File: src/hw/lid_pkg.sv
package lid_pkg;
    // Network families as reported by the module core
    localparam logic [1:0] NET_OTHER = 2'h0;
    localparam logic [1:0] NET_ETH = 2'h1;
    localparam logic [1:0] NET_ETH_IP = 2'h2;
    // Link speed codes
    localparam logic [1:0] SPD_NONE = 2'h0;
    localparam logic [1:0] SPD_10 = 2'h1;
    localparam logic [1:0] SPD_100 = 2'h2;
    localparam logic [1:0] SPD_1000 = 2'h3;
    // Clock and flicker timing
    localparam int CLK_HZ = 20000000;
    localparam int FLICKER_MS = 50;
    localparam int FLICKER_CYCLES = CLK_HZ / 1000 * FLICKER_MS;
    localparam int CNT_W = 20;
    localparam logic [CNT_W-1:0] CNT_RESET = 20'h00000;
    localparam logic LED_RESET = 1'h0;
endpackage

File: src/hw/lid_led_indicator_driver.sv
// Notes on behaviour
// - Four bicolour indicators, network status and module status first.
// - Every output is active high, one lights the LED.
// - Port A green shows link and activity on Ethernet, else dark.
// - Port B green shows link and activity on Ethernet, else dark.
// - Port reds show 10 Mbit link and activity on the IP protocols.
// - In speed mode, both outputs low means link off.
// - In speed mode, 10 Mbit lights red only and flickers on activity.
// - In speed mode, 100 Mbit lights green only and flickers.
// - In speed mode, 1 Gbit lights both and they flicker together.
`timescale 1ns/1ns
module lid_led_indicator_driver
    import lid_pkg::*;
#(
    parameter int FlickerCycles = FLICKER_CYCLES
) (
    // Clock and reset
    input wire logic clk,
    input wire logic sys_rst,

    // Core status
    input wire logic [1:0] netType,
    input wire logic speedMode,
    input wire logic netStatusGreen,
    input wire logic netStatusRed,
    input wire logic moduleStatusGreen,
    input wire logic moduleStatusRed,

    // Port state, same clock
    input wire logic [1:0] portASpeed,
    input wire logic portAActivity,
    input wire logic [1:0] portBSpeed,
    input wire logic portBActivity,

    // Indicator pins
    output logic net_status_green,
    output logic net_status_red,
    output logic module_status_green,
    output logic module_status_red,
    output logic port_a_link_green,
    output logic port_a_link_red,
    output logic port_b_link_green,
    output logic port_b_link_red
);

////////////////////////////////////////////////////////////////////////////////

// Network family decode
// Decoded once, shared by both ports
logic isEth;
logic isIp;

always_comb begin
    isEth = 1'b0;
    isIp = 1'b0;
    unique case (netType)
        NET_ETH: begin
            isEth = 1'b1;
        end
        NET_ETH_IP: begin
            isEth = 1'b1;
            isIp = 1'b1;
        end
        // Both remaining codes mean a non-Ethernet network
        default: begin
            isEth = 1'b0;
            isIp = 1'b0;
        end
    endcase
end

////////////////////////////////////////////////////////////////////////////////
// Port inputs gathered for the per-port loop

logic [1:0] spd [2];
logic [1:0] act;
logic [1:0] flick;
logic [1:0] linkGreen;
logic [1:0] linkRed;

assign spd[0] = portASpeed;
assign spd[1] = portBSpeed;
assign act[0] = portAActivity;
assign act[1] = portBActivity;

////////////////////////////////////////////////////////////////////////////////
// Per-port stretch counter and indicator pair

for (genvar p = 0; p < 2; p++) begin : g_port
    logic [CNT_W-1:0] stretch_q;
    logic [CNT_W-1:0] stretch_d;
    logic green_q;
    logic green_d;
    logic red_q;
    logic red_d;
    logic linkUp;
    logic tenMeg;
    logic lit;

    assign linkUp = (spd[p] != SPD_NONE);
    assign tenMeg = (spd[p] == SPD_10);
    assign flick[p] = (stretch_q != CNT_RESET);
    // Lit unless a stretch is running
    assign lit = !flick[p];

    always_comb begin
        stretch_d = stretch_q;
        // Retrigger only after expiry so steady traffic still blinks
        // Limitation: bursts inside one stretch merge into one blink
        if (act[p] && !flick[p] && linkUp) begin
            stretch_d = CNT_W'(FlickerCycles);
        end else if (flick[p]) begin
            stretch_d = stretch_q - CNT_W'(1);
        end
    end

    always_comb begin
        green_d = LED_RESET;
        red_d = LED_RESET;
        if (speedMode) begin
            unique case (spd[p])
                SPD_NONE: begin
                    green_d = 1'b0;
                    red_d = 1'b0;
                end
                SPD_10: begin
                    green_d = 1'b0;
                    red_d = lit;
                end
                SPD_100: begin
                    green_d = lit;
                    red_d = 1'b0;
                end
                // Both for 1 Gbit, dark together
                SPD_1000: begin
                    green_d = lit;
                    red_d = lit;
                end
            endcase
        end else begin
            if (isEth && linkUp) begin
                green_d = lit;
            end
            // Red on 10 Mbit for IP protocols
            if (isIp && tenMeg) begin
                red_d = lit;
            end
        end
    end

    always_ff @(posedge clk) begin
        if (sys_rst) begin
            stretch_q <= CNT_RESET;
            green_q <= LED_RESET;
            red_q <= LED_RESET;
        end else begin
            stretch_q <= stretch_d;
            green_q <= green_d;
            red_q <= red_d;
        end
    end

    assign linkGreen[p] = green_q;
    assign linkRed[p] = red_q;
end

////////////////////////////////////////////////////////////////////////////////
// Status indicators, patterns come ready made from the core

logic netGreen_q;
logic netGreen_d;
logic netRed_q;
logic netRed_d;
logic modGreen_q;
logic modGreen_d;
logic modRed_q;
logic modRed_d;

always_comb begin
    netGreen_d = netStatusGreen;
    netRed_d = netStatusRed;
    modGreen_d = moduleStatusGreen;
    modRed_d = moduleStatusRed;
end

// No synchronisers: the core shares this clock
always_ff @(posedge clk) begin
    if (sys_rst) begin
        netGreen_q <= LED_RESET;
        netRed_q <= LED_RESET;
        modGreen_q <= LED_RESET;
        modRed_q <= LED_RESET;
    end else begin
        netGreen_q <= netGreen_d;
        netRed_q <= netRed_d;
        modGreen_q <= modGreen_d;
        modRed_q <= modRed_d;
    end
end

////////////////////////////////////////////////////////////////////////////////
// Pin map, every pin straight from a flop

// Status pins
assign net_status_green = netGreen_q;
assign net_status_red = netRed_q;
assign module_status_green = modGreen_q;
assign module_status_red = modRed_q;
// Port pins
assign port_a_link_green = linkGreen[0];
assign port_a_link_red = linkRed[0];
assign port_b_link_green = linkGreen[1];
assign port_b_link_red = linkRed[1];

endmodule

File: config.mk
export PLATFORM = sky130hd
export DESIGN_NAME = lid_led_indicator_driver
export DESIGN_NICKNAME = d
export VERILOG_FILES = /design/src/hw/lid_pkg.sv /design/src/hw/lid_led_indicator_driver.sv
export SDC_FILE = /design/constraint.sdc
export NUM_CORES = 1
export LEC_CHECK = 0
export BUFFER_PORTS_ARGS = -buffer_cell sky130_fd_sc_hd__buf_4
export CELL_PAD_IN_SITES_DETAIL_PLACEMENT = 1
export CELL_PAD_IN_SITES_GLOBAL_PLACEMENT = 1
export CORE_AREA = 2 2 74 76
export DETAILED_ROUTE_END_ITERATION = 6
export DIE_AREA = 0 0 76 78
export GPL_ROUTABILITY_DRIVEN = 1
export HOLD_SLACK_MARGIN = 0.06
export PLACE_DENSITY_LB_ADDON = 0.1
export SKIP_LAST_GASP = 1
export SLEW_MARGIN = 20
export SYNTH_ARGS = -nofsm -noshare
export SYNTH_HDL_FRONTEND = slang
export SYNTH_SLANG_ARGS = --single-unit
File: constraint.sdc
create_clock -name clk -period 6.2 [get_ports clk]
set_input_delay 0.31 -clock clk [delete_from_list [all_inputs] [get_ports clk]]
set_output_delay 0.31 -clock clk [all_outputs]
set_load 0.02 [all_outputs]
* After elaboration in Yosys (flattened, before gate mapping)
Cells that the tools add are included.
** Storage, ports and cells
- Flip-flop bits (word level) :: 48
- Input bits :: 15
- Logic and storage cells :: 69
** Cells by class
- Eq/ne operators :: 8
- Mux-type cells :: 18
- Reduce and logical (&&, ||, !) cells :: 29
- Add/sub/neg operators :: 2
** Operators with widths (count)
- $mux W20 :: 4
- $reduce_bool A20 Y1 :: 2
- $sub A20 B1 Y20 const B :: 2
- $reduce_or A2 Y1 :: 11
- $eq A2 B2 Y1 const B :: 5
- $mux W1 :: 10
- $logic_and A1 B1 Y1 :: 8
- $pmux W1 S2 :: 4
- $reduce_bool A2 Y1 :: 4
- $eq A2 B1 Y1 const B :: 3
- $logic_not A2 Y1 :: 2
- $logic_not A1 Y1 :: 2

* Logic depth before layout (Yosys ltp)
Gate-level depths: netlist of run 1.
- Depth in word-level cells :: 6
- Gate-level depth with buffers :: 8
- Gate-level depth less buffers :: 7

* Least setup slack after synthesis of run 1
OpenSTA, ideal clock, no wires.
- Kind :: register to register
- From :: register g_port[0].stretch_q[10]
- To :: register g_port[0].stretch_q[15]
- Setup slack :: 4139 ps
- Stages on the path, launching flop included :: 7
- Data arrival time :: 1947 ps
- Path buffers :: 1
- Cells stage by stage :: dfxtp_1 > or4_4 > or4_4 > buf_6 > o211ai_1 > xor2_1 > nor2_1
** Between the ends
- Longest elaborated chain between the ends :: 5
- Elaborated cells between the ends (all ways) :: 6
- Those cells by class :: add/sub: 1; reduce/logical: 5
** Ends and longest elaborated chain
- start, declared :: RTL line lid_led_indicator_driver.sv:90 : logic [CNT_W-1:0] stretch_q;
- start signal, assigned :: RTL line lid_led_indicator_driver.sv:157 : stretch_q <= stretch_d;
- parallel branches: the longest is 5 deep, another holds $sub A20 B1 Y20
Parallel ways; which one is timed is not known.
A chain may end at the register's enable or synchronous reset.

* Final worst setup path of run 1
- From :: register g_port[1].stretch_q[0]
- To :: register g_port[1].stretch_q[1]
** Between the ends
- Longest elaborated chain between the ends :: 5
- Elaborated cells between the ends (all ways) :: 6
- Those cells by class :: add/sub: 1; reduce/logical: 5
** Ends and longest elaborated chain (RTL line)
- start, declared :: lid_led_indicator_driver.sv:90
- start signal, assigned :: lid_led_indicator_driver.sv:157
- parallel branches: the longest is 5 deep, another holds $sub A20 B1 Y20
Parallel ways; which one is timed is not known.

==> results of run 1 <==
## how the worst min path moves through the flow
stage,from,to,cells after the start
after floorplan,moduleStatusGreen,module_status_green,1
after global placement,g_port[1].stretch_q[11],g_port[1].stretch_q[11],2
after detailed placement,g_port[1].stretch_q[11],g_port[1].stretch_q[11],2
after CTS,netStatusGreen,net_status_green,2
after global routing,netStatusRed,net_status_red,2
final,netStatusGreen,net_status_green,2
## flip-flops by register name, indices dropped and copies added, names as in the netlist
name / cells
module_status_green: 1
port_a_link_red: 1
port_b_link_green: 1
net_status_red: 1
g_port.stretch_q: 40
port_b_link_red: 1
port_a_link_green: 1
net_status_green: 1
module_status_red: 1
## stage by stage
stage          cell area [µm²]  power [µW]  worst slack, ns  hold slack [ns]  utilization [%]
2_1_floorplan             2340        1220             4.14            0.438                -
3_3_place_gp              2530        1350             3.88            0.469             50.1
3_5_place_dp              2530        1370             3.81            0.472             50.1
4_1_cts                   2610        1550             3.79            0.210             51.7
5_1_grt                   2610        1690             3.48            0.220             51.7
6_report                  2610        1540             3.79            0.215             51.7
## worst max-delay path, stage by stage (launching register included)
cell and delay [ns]:
dfxtp_1 0.35, inv_1 0.07, ha_1 0.21, nor4b_1 0.71, and4_1 0.40, or2_1 0.43, a211oi_1 0.10
## cell families (layout without fill, tap and decap cells)
kind of cell	Yosys count	in the layout
and+or+nand+nor	128	128
AOI/OAI and AO/OA	58	58
adders and majority gates	3	3
xor gates and xnor gates	16	16
muxes	3	3
buffers and inverters	19	37
DFF	48	48
## cell type report
cell class	instances	share of cell area (%)
Multi-Input combinational cell	208	49.3
Sequential cell	48	36.9
Timing Repair Buffer	22	6.34
Tap cell	70	3.36
Clock buffer	6	2.78
Inverter	8	1.15
Clock inverter	1	0.192
## power by group through the flow
stage	clock (µW)	sequential, µW	combinational [µW]
after floorplan	0	502	718
after global placement	0	522	827
after detailed placement	0	525	845
after CTS	183	518	851
after global routing	195	538	961
final	175	519	843
## per-layer routing
layer,vias to the layer above,track usage (%),wire length [µm]
met5,-,0,0
met2,16,35.3,2750
li1,1030,-,-
met4,0,6.18,59
met1,957,21.9,2350
met3,6,4.07,107
## placed cells by master (no fill, tap or decap), types with 5 or more instances in the layout
cell,instances
xor2_1,8
nand2_1,17
or3_1,6
nor2b_1,6
nor2_1,38
nor3_1,16
a211oi_1,8
o21ai_0,5
inv_1,8
clkbuf_8,5
buf_4,22
nand3_1,7
o211ai_1,5
a21oi_1,20
xnor2_1,8
dfxtp_1,48
nor4_1,6
## synthesized netlist by cell type (all sizes together) (5+ instances only)
cell type / n / area share [%]
xnor2: 8 / 3.0
nand3: 7 / 1.5
nor3: 17 / 3.9
o211ai: 7 / 2.7
or3: 6 / 1.6
a211oi: 8 / 2.6
nor2b: 6 / 1.6
o21ai: 8 / 1.7
nor2: 38 / 6.1
a21oi: 20 / 4.3
xor2: 8 / 3.0
nand2: 17 / 2.7
dfxtp: 48 / 41
nor4: 7 / 2.1
buf: 6 / 1.8
clkbuf: 5 / 0.80
inv: 8 / 1.3
==> impl_metrics.yaml, run 1 <==
power:
  p_int_uw: 823
  switching_share_pct: 46.5
  p_sw_uw: 715
  p_clk_share_pct: 11.4
  power_frac_seq_pct: 33.8
  max-vdd-ir-drop_uv: 235
  p_leak_uw: 0.00100
  p_comb_share_pct: 54.9
  power_density_nw_per_um2: 590
placement:
  port_buffers: 22
  place_inst: 356
  dp_hpwl_mm: 3.97
  place_congestion: 0.788
yosys:
  synthAdderAreaFrac_pct: 1.61
  yosysWarnings: 0
  avgSynthCellArea_um2: 8.49
  synth_fp_nets: 293
  synthXorXnorAreaFrac_pct: 6.00
  yosys.area_share.simple_pct: 29.4
  synth_ff_type: "dfxtp_1"
  yosys-mux-area-fraction_pct: 1.29
  syn_area_um2: 2340
  synth_compound_area_share_pct: 16.8
  synth_top_family_by_area: "simple AND/OR/NAND/NOR gates"
  yosysSeqAreaShare_pct: 41.1
  synth_seq_cells: 48
  synth_cells: 275
  synth_edf_count: 0
  ys_types: 51
  synthArstFlopShare_pct: 0
sta:
  fin_crit_ns: 2.41
  final_min_period_over_clock_period_pct: 38.9
  setup_viol: 0
  setup-tns-final_ns: 0
  slew_violations: 0
  hold_viol: 0
  slew_headroom_pct: 42.6
  worstMarginPinSlew_ns: 0.848
  fin_worst_skew_ns: 0.00834
  maxClockFrequency_mhz: 415
  rsz0062_at_grt: "false"
setup_path:
  cp-startpoint: "g_port[1].stretch_q[0]"
  required_ns: 6.36
  cp_max_fo: 13
  worstSetupStartpointType: "flip-flop"
  rrSetupSlack_ns: 3.79
  endpoint: "g_port[1].stretch_q[1]"
  crit_type: "flip-flop to flip-flop"
  r2r-start: "g_port[1].stretch_q[0]"
  arrival_ns: 2.57
  timing.rr.end: "g_port[1].stretch_q[1]"
  ff2ff_path_depth: 6
  cp-end-kind: "flip-flop"
routing:
  drt_first_pass_iters: 4
  wl_per_cell_um: 14.5
  antenna_left: 0
  via_count: 2009
  vias_per_cell: 5.53
  first_iter_violations: 73
  drt_wl_total_mm: 5.27
  drc: 0
floorplan:
  die_w_um: 76
  die_y_um: 78
  boundaryPins: 23
  core-area_um2: 5040
  start_util_pct: 46.3
  die_area_um2: 5930
  num_rows: 26
layout:
  final_cells: 363
  syn_to_final_growth_pct: 11.6
  fill_cells: 634
  nNetsFinal: 311
  diodes: 0
  seqCellArea_um2: 961
  drive_above_1_share_pct: 12.6
  multi_input_area_um2: 1280
grt:
  grt_antenna_before_repair: 0
  grt_pass1_vias: 2037
  grt_pass1_wl_mm: 9.26
  grt_max_degree: 26
  grt_usage_pct: 19.1
  grt_overflow_total: 0
status:
  status: "complete, no violations"
clock_network:
  cts_made_buffers: 5
  cts_buffer_depth: 2
  clkTransAtPathRegs_ns: 0.08
  htree_num_levels: 2
  cts_tree: "done"
  cts_setup_buffers: 0
  insertion_delay_ns: 0.30
  hold_buffers: 0
  root_buffer: "clkbuf_8"
  cts_resized: 0
  cts.sinks: 48
run:
  cap_violations: 0
hold_path:
  hp-class: "primary input to flip-flop"
Note: power is estimated with default switching activity, not from simulation.
==> run 2: changes to the inputs <==
--- a/config.mk
+++ b/config.mk
@@ -8,9 +8,9 @@
 export BUFFER_PORTS_ARGS = -buffer_cell sky130_fd_sc_hd__buf_4
 export CELL_PAD_IN_SITES_DETAIL_PLACEMENT = 1
 export CELL_PAD_IN_SITES_GLOBAL_PLACEMENT = 1
-export CORE_AREA = 2 2 74 76
+export CORE_AREA = 2 2 76 78
 export DETAILED_ROUTE_END_ITERATION = 6
-export DIE_AREA = 0 0 76 78
+export DIE_AREA = 0 0 78 80
 export GPL_ROUTABILITY_DRIVEN = 1
 export HOLD_SLACK_MARGIN = 0.06
 export PLACE_DENSITY_LB_ADDON = 0.1
==> constraint.sdc (replaced) <==
create_clock -name clk -period 2.4 [get_ports clk]
set_input_delay 0.12 -clock clk [delete_from_list [all_inputs] [get_ports clk]]
set_output_delay 0.12 -clock clk [all_outputs]
set_load 0.02 [all_outputs]
==> impl_metrics.yaml, run 2 (synthesis results as in run 1) <==
status:
  status: "complete, no violations"
sta:
  setup_viol: 0
  hold_viol: 0
  fin_worst_skew_ns: 0.00731
  final_min_period_over_clock_period_pct: 94.2
  rsz0062_at_grt: "false"
  setup_ws_ns: 0.140
  fin_hold_ws_ns: 0.113
  slew_headroom_pct: 64.9
  fin_crit_ns: 2.26
  setup-tns-final_ns: 0
  worstMarginPinSlew_ns: 0.513
  slew_violations: 0
  maxClockFrequency_mhz: 443
clock_network:
  cts_made_buffers: 5
  cts_buffer_depth: 2
  cts_setup_buffers: 0
  cts_tree: "done"
  root_buffer: "clkbuf_8"
  cts.sinks: 48
  clkTransAtPathRegs_ns: 0.09
  htree_num_levels: 2
  insertion_delay_ns: 0.29
grt:
  grt_busiest_layer: "met2"
  grtUsageMet2_pct: 35.7
  grt_overflow_total: 0
  grt_pass1_vias: 2099
  grt_pass1_wl_mm: 9.67
  met1_usage_pct: 23.0
  grt_max_degree: 26
  grt_usage_pct: 19.6
  grt_antenna_before_repair: 0
  met3_usage_pct: 3.73
hold_path:
  hp-class: "primary input to flip-flop"
layout:
  final_cell_area_um2: 2770
  diodes: 0
  fill_cells: 671
  nNetsFinal: 327
  final_cells: 382
  syn_to_final_growth_pct: 18.5
  layout_commonest_cell: "dfxtp_1"
  largest_register_ffs: 40
  largest_register: "g_port.stretch_q"
  layout_common_cells: "48 x dfxtp_1, 38 x nor2_1, 34 x buf_4, 20 x a21oi_1, 17 x nand2_1"
  drive_above_1_share_pct: 16.1
routing:
  first_iter_violations: 62
  wl_per_cell_um: 14.9
  via_count: 2099
  drt_first_pass_iters: 4
  vias_per_cell: 5.49
  drt_wl_total_mm: 5.68
  antenna_left: 0
  drc: 0
power:
  max-vdd-ir-drop_uv: 622
  power_density_nw_per_um2: 1560
  power_frac_seq_pct: 30.9
  p_comb_share_pct: 55.8
  p_int_uw: 2420
  p_clk_share_pct: 13.2
  p_leak_uw: 0.00109
  switching_share_pct: 44.1
  p_sw_uw: 1910
placement:
  dpl_cell_area_um2: 2620
  place_congestion: 0.817
  port_buffers: 22
  dp_hpwl_mm: 4.09
  place_inst: 370
  place_ws_ns: 0.155
floorplan:
  core-area_um2: 5410
  boundaryPins: 23
  die_area_um2: 6240
  die_y_um: 80
  num_rows: 27
  start_util_pct: 43.2
  die_w_um: 78
run:
  cap_violations: 0
setup_path:
  cp_max_fo: 13
  crit_type: "flip-flop to flip-flop"
  required_ns: 2.58
  worstSetupStartpointType: "flip-flop"
  cp-end-kind: "flip-flop"
  arrival_ns: 2.44
run 2: final cells by class:
class / instances / area, µm² / share of cell area, %
Multi-Input combinational cell: 208 / 1280 / 46.4
Timing Repair Buffer: 38 / 295 / 10.7
Sequential cell: 48 / 961 / 34.7
Clock inverter: 2 / 35.0 / 1.27
Clock buffer: 6 / 72.6 / 2.62
Inverter: 8 / 30.0 / 1.08
Tap cell: 72 / 90.1 / 3.25
run 2: per-layer routing:
| metal | wire length (µm) | vias to the layer above |
|---|---|---|
| met5 | 0 | - |
| met1 | 2610 | 1019 |
| li1 | - | 1062 |
| met3 | 79 | 6 |
| met4 | 66 | 0 |
| met2 | 2920 | 12 |
run 2: power by group through the flow:
stage / combinational (µW) / clock, µW / sequential (µW)
CTS: 2430 / 595 / 1340
floorplan: 1850 / 0 / 1300
finish: 2420 / 571 / 1340
global route: 2720 / 627 / 1380
detailed placement: 2410 / 0 / 1360
global placement: 2380 / 0 / 1340
run 2: critical path, cell delays in order, from the launching register on:
cell	delay, ns
dfxtp_1	0.36
or4_4	0.56
or4_4	0.64
nor3_2	0.21
or2_2	0.28
a311oi_1	0.08
run 2: worst paths after layout:
kind	to	cells after the start	slack [ns]	from
min	port_a_link_green	3	0.11	portASpeed[1]
max	g_port[0].stretch_q[12]	5	0.14	g_port[0].stretch_q[10]
min reg2reg	g_port[1].stretch_q[11]	2	0.48	g_port[1].stretch_q[11]
max reg2reg	g_port[0].stretch_q[12]	5	0.14	g_port[0].stretch_q[10]
run 2: per-stage QoR:
| step | util, % | power, µW |
|---|---|---|
| 6_report | 51.2 | 4330 |
| 2_1_floorplan | - | 3150 |
| 5_1_grt | 51.2 | 4730 |
| 3_3_place_gp | 48.5 | 3720 |
| 3_5_place_dp | 48.5 | 3760 |
| 4_1_cts | 51.2 | 4370 |
run 2: what timing repair did:
item	in CTS	in global routing
hold buffers	4	0
gates resized for setup	0	0
endpoints found under the hold margin	4	0
